$ cat src/pbc_regs_fix.sv
// (intentionally empty)

$ cat src/pbc_pkg.sv
package pbc_pkg;

  localparam logic [11:0] OFF_HEADER    = 12'h280;
  localparam logic [11:0] OFF_SELECT    = 12'h284;
  localparam logic [11:0] OFF_WINDOW    = 12'h288;
  localparam logic [11:0] OFF_FLAGS     = 12'h28C;
  localparam logic [11:0] OFF_SYSTEM_CONTROL_REGISTER    = 12'h290;
  localparam logic [11:0] OFF_WORD_BASE = 12'h300;

  localparam int          WORD_COUNT    = 8;
  localparam logic [7:0]  SEL_MAX       = 8'h07;

  // Values the initialisation path is expected to load
  localparam logic [15:0] CAP_ID_POWER_BUDGET = 16'h0004;
  localparam logic [3:0]  CAP_VERSION_ONE     = 4'h1;

  localparam logic [31:0] RST_HEADER    = 32'h0000_0000;
  localparam logic [7:0]  RST_SELECT    = 8'h00;
  localparam logic        RST_SA        = 1'b0;
  localparam logic        RST_UNLOCK    = 1'b0;
  localparam logic [31:0] RST_RDATA     = 32'h0000_0000;

  localparam int          SEL_LSB       = 0;
  localparam int          SA_BIT        = 0;
  localparam int          UNLOCK_BIT    = 0;

  localparam logic [2:0]  HSIZE_WORD    = 3'b010;

  typedef enum logic [0:0] {
    ST_IDLE = 1'b0,
    ST_WAIT = 1'b1
  } pbc_state_t;

  typedef struct packed {
    logic [11:0] next;
    logic [3:0]  version;
    logic [15:0] ident;
  } pbc_header_t;

  typedef struct packed {
    logic [11:0] addr;
    logic        write;
    logic        wordSize;
  } pbc_req_t;

endpackage

$ cat src/pbc_regs.sv
// Function
// - Identifier in header bits 15:0, resets zero
// - Version in header bits 19:16, resets zero
// - Eight-bit selector picks window word, resets zero
// - Selector above seven makes window read zero
// - Window read-only, returns selected stored word
// - Flag bit zero marks budget already allocated
// - Stored words at 0x300, sticky, no reset
// - Stored words writable only while unlock set
module pbc_regs (
  input  wire logic        clk,
  input  wire logic        srst,
  input  wire logic        hsel,
  input  wire logic [31:0] haddr,
  input  wire logic [1:0]  htrans,
  input  wire logic        hwrite,
  input  wire logic [2:0]  hsize,
  input  wire logic [31:0] hwdata,
  input  wire logic        hready,
  output logic      [31:0] hrdata,
  output logic             hreadyout,
  output logic             hresp,
  input  wire logic        initActive,
  output logic             systemAllocated
);

  function automatic logic isDataWord(input logic [11:0] a);
    isDataWord = (a[11:5] == pbc_pkg::OFF_WORD_BASE[11:5]) &&
                 (a[1:0] == 2'b00);
  endfunction

  function automatic logic [2:0] wordIndex(input logic [11:0] a);
    wordIndex = a[4:2];
  endfunction

  pbc_pkg::pbc_state_t  state_reg;
  pbc_pkg::pbc_state_t  state_next;
  pbc_pkg::pbc_req_t    req_reg;
  pbc_pkg::pbc_req_t    req_next;
  pbc_pkg::pbc_header_t header_reg;
  logic [7:0]           sel_reg;
  logic                 sa_reg;
  logic                 unlock_reg;
  logic [31:0]          rdata_reg;
  logic [31:0]          rdata_next;
  localparam int WORDS_TOP = pbc_pkg::WORD_COUNT - 1;

  logic                 ready_reg;
  logic [31:0]          words [WORDS_TOP:0];

  wire accept = hsel && htrans[1] && hready &&
                (state_reg == pbc_pkg::ST_IDLE);
  wire inWait = (state_reg == pbc_pkg::ST_WAIT);
  wire doWrite = inWait && req_reg.write && req_reg.wordSize;
  wire doRead = inWait && !req_reg.write;

  wire hitHeader = (req_reg.addr == pbc_pkg::OFF_HEADER);
  wire hitSelect = (req_reg.addr == pbc_pkg::OFF_SELECT);
  wire hitWindow = (req_reg.addr == pbc_pkg::OFF_WINDOW);
  wire hitFlags  = (req_reg.addr == pbc_pkg::OFF_FLAGS);
  wire hitSysctl = (req_reg.addr == pbc_pkg::OFF_SYSTEM_CONTROL_REGISTER);
  wire hitWord   = isDataWord(req_reg.addr);

  // Lockable fields open only to the initialisation loader
  wire lockOpen = initActive;

  wire wrHeader = doWrite && hitHeader && lockOpen;
  wire wrFlags  = doWrite && hitFlags && lockOpen;
  wire wrSelect = doWrite && hitSelect;
  wire wrSysctl = doWrite && hitSysctl;
  wire wrWord   = doWrite && hitWord && unlock_reg;
  wire sa_next_out = wrFlags ? hwdata[pbc_pkg::SA_BIT] : sa_reg;

  wire selInRange = (sel_reg <= pbc_pkg::SEL_MAX);
  wire [31:0] windowValue =
    selInRange ? words[sel_reg[2:0]] : 32'h0000_0000;

  wire [31:0] selectValue = {24'h00_0000, sel_reg};
  wire [31:0] flagsValue  = {31'h0000_0000, sa_reg};
  wire [31:0] sysctlValue = {31'h0000_0000, unlock_reg};
  wire [31:0] wordValue   = words[wordIndex(req_reg.addr)];

  wire [31:0] readMux =
    hitHeader ? header_reg :
    hitSelect ? selectValue :
    hitWindow ? windowValue :
    hitFlags  ? flagsValue :
    hitSysctl ? sysctlValue :
    hitWord   ? wordValue :
    32'h0000_0000;

  // One wait state per transfer so a read never races the previous write
  assign state_next = accept ? pbc_pkg::ST_WAIT :
                      inWait ? pbc_pkg::ST_IDLE : state_reg;
  assign req_next   = accept ? pbc_pkg::pbc_req_t'{
                                 addr:     haddr[11:0],
                                 write:    hwrite,
                                 wordSize: (hsize == pbc_pkg::HSIZE_WORD)}
                             : req_reg;
  assign rdata_next = doRead ? readMux : rdata_reg;

  always_ff @(posedge clk) begin
    if (srst) begin
      state_reg <= pbc_pkg::ST_IDLE;
      req_reg   <= '0;
      ready_reg <= 1'b1;
      rdata_reg <= pbc_pkg::RST_RDATA;
    end else begin
      state_reg <= state_next;
      req_reg   <= req_next;
      ready_reg <= !accept;
      rdata_reg <= rdata_next;
    end
  end

  always_ff @(posedge clk) begin
    if (srst) begin
      header_reg <= pbc_pkg::RST_HEADER;
    end else if (wrHeader) begin
      header_reg <= hwdata;
    end
  end

  always_ff @(posedge clk) begin
    if (srst) begin
      sel_reg <= pbc_pkg::RST_SELECT;
    end else if (wrSelect) begin
      sel_reg <= hwdata[pbc_pkg::SEL_LSB +: 8];
    end
  end

  always_ff @(posedge clk) begin
    if (srst) begin
      sa_reg <= pbc_pkg::RST_SA;
    end else if (wrFlags) begin
      sa_reg <= hwdata[pbc_pkg::SA_BIT];
    end
  end

  always_ff @(posedge clk) begin
    if (srst) begin
      unlock_reg <= pbc_pkg::RST_UNLOCK;
    end else if (wrSysctl) begin
      unlock_reg <= hwdata[pbc_pkg::UNLOCK_BIT];
    end
  end

  // Sticky store: deliberately outside srst so contents survive reset
  always_ff @(posedge clk) begin
    if (wrWord) begin
      words[wordIndex(req_reg.addr)] <= hwdata;
    end
  end

  always_ff @(posedge clk) begin
    if (srst) begin
      systemAllocated <= pbc_pkg::RST_SA;
    end else begin
      systemAllocated <= sa_next_out;
    end
  end

  assign hrdata    = rdata_reg;
  assign hreadyout = ready_reg;

  always_ff @(posedge clk) begin
    hresp <= 1'b0;
  end

endmodule

$ cat config.mk
export PLATFORM = sky130hd
export DESIGN_NAME = pbc_regs
export DESIGN_NICKNAME = d
export VERILOG_FILES = /design/src/pbc_regs_fix.sv /design/src/pbc_pkg.sv /design/src/pbc_regs.sv
export SDC_FILE = /design/constraint.sdc
export NUM_CORES = 1
export LEC_CHECK = 0
export BUFFER_PORTS_ARGS = -buffer_cell sky130_fd_sc_hd__buf_2
export CORE_ASPECT_RATIO = 1.4
export CORE_MARGIN = 5
export CORE_UTILIZATION = 40
export CTS_CLUSTER_SIZE = 40
export DETAILED_ROUTE_END_ITERATION = 7
export GPL_ROUTABILITY_DRIVEN = 0
export PLACE_DENSITY = 0.56
export SLEW_MARGIN = 15
export SYNTH_ARGS = -nofsm -noshare
export SYNTH_HDL_FRONTEND = slang
export SYNTH_SLANG_ARGS = --single-unit
$ cat constraint.sdc
create_clock -name clk -period 4.6 [get_ports clk]
set_input_delay 1.15 -clock clk [delete_from_list [all_inputs] [get_ports clk]]
set_output_delay 1.15 -clock clk [all_outputs]
set_load 0.02 [all_outputs]
# ---- Yosys cells after proc, flatten, opt, wreduce, memory -nomap -nowiden
# Memories as Yosys holds them, arrays and structs flattened. A register that Yosys moved wholly into a read port is not among the register bits.
# Index checks and enable logic that the tools add are counted.
# Widths: inputs -> output; s select.
dict set report totals {
  ff_bits 90
  mem_count 1
  ram_bits 256
  word_cells 54
  input_bits 75
  output_inout_bits 35
}
dict set report op_classes {
  eq_ne 7
  n_lt_le_gt_ge 1
  n_bitwise 1
  n_mux 14
  n_reduce_logical 18
}
# name depth word_bits read_ports rd_clocked_by_memory_dff write_ports line_no
set mem_list {}
lappend mem_list {words 8 32 2 2 1 pbc_regs.sv:49} ;# logic [31:0] words [WORDS_TOP:0];
# op n
set op_table {}
lappend op_table {{$mux 32} 7}
lappend op_table {{$eq 12x10->1 const B} 5}
lappend op_table {{$logic_and 1x1->1} 15}
lappend op_table {{$mux 3} 4}
lappend op_table {{$le 8x3->1 const B} 1}
lappend op_table {{$eq 7x5->1 const B} 1}
lappend op_table {{$eq 3x2->1 const B} 1}
lappend op_table {{$mux 1} 3}
lappend op_table {{$logic_not 1->1} 2}
lappend op_table {{$logic_not 2->1} 1}
lappend op_table {{$not 1->1} 1}

# ---- Logic depth before layout (Yosys ltp)
dict set report depth {
  depth_word 8
  mapped_depth 8
  ltp_nobuf 5
}

# ---- Worst setup path before layout
# OpenSTA, ideal clock, no wires.
dict set report synth_timing {
  path_type {reg-to-reg}
  start {register req_reg[12] (netlist name)}
  end {memory words[0][0], enable pin}
  path_slack_ps 1035
  synth_period_minus_slack_ps 3565
  n_path_buf 1
  setup_time_ps 421
  path_stages_with_launch 6
  t_arrival_ps 3144
  required_time_ps 4179
  cell_sequence {dfxtp_1 or4b_1 clkbuf_2 nor4_1 nand3_1 nor2_1}
}
dict set report synth_via {
  elab_chain_len 6
}
# element line_no
set synth_rtl {}
lappend synth_rtl {{start, declared} pbc_regs.sv:38} ;# pbc_pkg::pbc_req_t req_reg;
lappend synth_rtl {{start signal, assigned} pbc_regs.sv:110} ;# req_reg <= req_next;
lappend synth_rtl {{$eq 7x5->1} pbc_regs.sv:28} ;# isDataWord = (a[11:5] == pbc_pkg::OFF_WORD_BASE[11:5]) &&
lappend synth_rtl {{$logic_and 1x1->1} pbc_regs.sv:28}
lappend synth_rtl {{$logic_and 1x1->1 (2 in series)} pbc_regs.sv:71} ;# wire wrWord = doWrite && hitWord && unlock_reg;
lappend synth_rtl {{$mux 1} pbc_regs.sv:150} ;# if (wrWord) begin
lappend synth_rtl {{$mux 1 (not written as such)} pbc_regs.sv:151} ;# words[wordIndex(req_reg.addr)] <= hwdata;
lappend synth_rtl {{end, declared} pbc_regs.sv:49}
# Every way passes these cells.

# ---- Final worst setup path
dict set report layout_timing {
  start {register req_reg[12] (netlist name)}
  end {memory words[4][31], enable pin}
}
# The elaborated chain is that of the path after synthesis.

==> results_dict.tcl <==
set metrics [dict create \
    cts_made_buffers 34 \
    setup_viol 0 \
    clkTransAtPathRegs_ns 0.06 \
    pin_count 110 \
    wire_per_inst_um 24.50 \
    skew_ns 0.02261 \
    vias_per_cell 5.637 \
    p_leak_uw 0.005524 \
    finalSetupTns_ns 0 \
    clk_latency_ns 0.52 \
    die_area_um2 42790 \
    report.final.slew_viol_count 0 \
    switching_share_pct 20.16 \
    crit_chain "or4b_1, nor4_1, buf_4, nand3_1, nor2_4, buf_12" \
    grt_max_degree 67 \
    antenna_found_initial 2 \
    finalCritPeriodShare_pct 67.16 \
    hold_class "flop to flop" \
    status "completed" \
    layoutNonFillerInstCount 1622 \
    yosys_warnings 0 \
    htree_num_levels 2 \
    synth-edff-count 256 \
    drt-initial-drc-count 571 \
    grt_pass1_wl_um 60330 \
    cts_tree "built" \
    synth_cell_types 44 \
    cts_resized 0 \
    largest_reg_flops 256 \
    cp_slowest_cell "nor2_4" \
    grtUsageTotal_pct 18.68 \
    max_freq_ghz 0.3237 \
    vias 9144 \
    grt-ovfl-total 0 \
    die_h_um 242.8 \
    multi_input_area_um2 5580 \
    dp_cells 1561 \
    synthFlopType "edfxtp_1" \
    critPathBufInv 2 \
    antenna_cells 0 \
    p_clk_share_pct 44.7 \
    wl_um 39730 \
    drt_first_pass_iters 5 \
    syn-cell-area_um2 15480 \
    postRouteAntennaNets 0 \
    portBuffers 87 \
    fill_cells 3344 \
    crit_fanout 18 \
    syn_nets 1073 \
    avgSynthCellArea_um2 15.51 \
    hold_viol_final 0 \
    cts_sinks 352 \
    slew-limit-headroom_pct 25.74 \
    crit_family "simple AND/OR/NAND/NOR gates" \
    grt_pass1_vias 9709 \
    ys_seq_area_share_pct 62.08 \
    cts_setup_buffers 0 \
    vdd_drop_max_uv 263.9 \
    initial_core_util_pct 40.32 \
    startpoint_type "flop" \
    arrival_ns 3.31 \
    drc 0 \
    max-cap-violations 0 \
    cts_buffer_depth 3 \
    syn_inst 998 \
    synth_seq_cells 352 \
    pwr-share-seq_pct 52.2 \
    p_comb_share_pct 3.1 \
    async_flop_share_pct 0 \
    period_needed_ns 3.089 \
    reg2reg_slack_ns 1.51 \
    critPathCaptureType "flop" \
    drive_gt1_share_pct 32.73 \
    p_per_area_nw_per_um2 369.9 \
    internal_power_uw 5252 \
    num_rows 85 \
    worstPathRequired_ns 4.82 \
    seqCellArea_um2 9622 \
    core_um2 38390 \
    area_growth_pct 14.88 \
    grt_setup_unrepaired "no" \
    worstMarginPinSlew_ns 1.114 \
    hold_buffers 0 \
    cts_root_buffer "clkbuf_16" \
    slowest_delay_ns 0.68 \
    worstSetupPathType "flop to flop" \
    place_hpwl_um 23290 \
    die_w_um 176.3 \
    layout.nets 1150 \
    power.switching_uw 1326 \
]
[logic make-up (layout without fill, tap and decap cells)]
group | Yosys count | count (layout) | synth area share, %
flops | 352 | 352 | 62.08
simple gates | 220 | 220 | 6.224
mux | 211 | 211 | 24.33
compound gates | 134 | 134 | 5.036
buf+inv | 80 | 182 | 2.304
other cells | 1 | 1 | 0.02423
[power by group through the flow]
stage	Combinational, µW	Clock [µW]	Sequential, µW
detailed placement	206	0	3500
CTS	207	3000	3430
global placement	204	0	3500
global route	222	3130	3430
floorplan	109	0	3500
finish	204	2940	3430
[layout make-up]
| type | instances | area share (%) |
|---|---|---|
| multi-input combinational | 566 | 31.38 |
| inverter | 2 | 0.04222 |
| timing repair buffer | 119 | 4.236 |
| tap | 522 | 3.673 |
| sequential | 352 | 54.11 |
| clock inverter | 14 | 1.091 |
| clock buffer | 47 | 5.467 |
[worst reg2reg max path: cells and delay by family, from the launching register on]
| kind | cells | cell delay, ns |
|---|---|---|
| AND/OR/NAND/NOR | 4 | 1.96 |
| buffers and inverters | 2 | 0.50 |
| flip-flops | 1 | 0.31 |
[through the flow]
step                      power, µW  hold WS, ns  cell area (µm²)  utilization [%]  setup slack (ns)
final                          6577       0.4507            17780            46.32             1.511
after detailed placement       3709       0.4439            16620            43.28             1.496
after global placement         3706       0.4370            16620            43.28             1.518
after global routing           6783       0.4614            17780            46.32             1.352
after floorplan                3609       0.4274            15480                -             1.035
after CTS                      6639       0.4522            17780            46.32             1.463
[path summary, 6_finish.rpt]
path / startpoint / cells past startpoint / end
worst min register to register: header_reg[0] / 2 / header_reg[0]
worst min-delay path: header_reg[0] / 2 / header_reg[0]
worst max register to register: req_reg[12] / 6 / words[4][31]
worst max-delay path: req_reg[12] / 6 / words[4][31]
[Yosys cell counts, types with 2 or more instances]
library cell / instances / share of area [%]
nor4_1: 2 / 0.081
clkbuf_1: 43 / 1.0
mux2_2: 42 / 3.1
nor2_1: 75 / 1.8
and2_1: 2 / 0.081
buf_2: 20 / 0.65
nand2b_1: 5 / 0.20
and3_1: 2 / 0.081
buf_4: 2 / 0.097
a221oi_1: 4 / 0.23
nor3_1: 5 / 0.16
a211oi_1: 25 / 1.2
buf_1: 9 / 0.22
mux4_2: 128 / 19
nor3_4: 2 / 0.21
inv_1: 2 / 0.049
buf_6: 3 / 0.22
nand2_1: 104 / 2.5
a21oi_1: 92 / 3.0
mux2i_1: 41 / 2.7
a311oi_1: 5 / 0.28
edfxtp_1: 256 / 50
nand3_1: 8 / 0.26
nor2b_1: 3 / 0.12
o21ai_0: 4 / 0.13
dfxtp_1: 96 / 12
[routing by layer]
metal	vias up	global-route usage, %	wire, µm
met5	-	0	11
met1	4780	24.01	16380
met2	240	33.44	20810
li1	4068	-	-
met3	54	2.521	1714
met4	2	4.589	810
[layout by cell type, fill, tap and decap left out, types with 2 or more instances in the layout]
cell / instances
buf_2: 86
buf_12: 6
mux2i_1: 41
clkbuf_8: 3
clkbuf_1: 8
dfxtp_4: 2
and2_1: 2
nor4_1: 2
mux4_2: 128
nand3_1: 8
nor3_4: 2
nand2b_1: 5
o21ai_0: 4
nor3_1: 5
inv_1: 2
dfxtp_2: 4
a211oi_1: 25
nor2_1: 67
edfxtp_1: 256
clkinv_2: 4
dfxtp_1: 90
bufinv_16: 5
a21oi_1: 92
a311oi_1: 5
and3_1: 2
buf_4: 27
clkinv_1: 4
nor2b_1: 2
nand2_1: 104
clkbuf_16: 36
mux2_2: 42
a221oi_1: 4
nor2_4: 8
No activity file was read; power rests on OpenSTA's default activity.
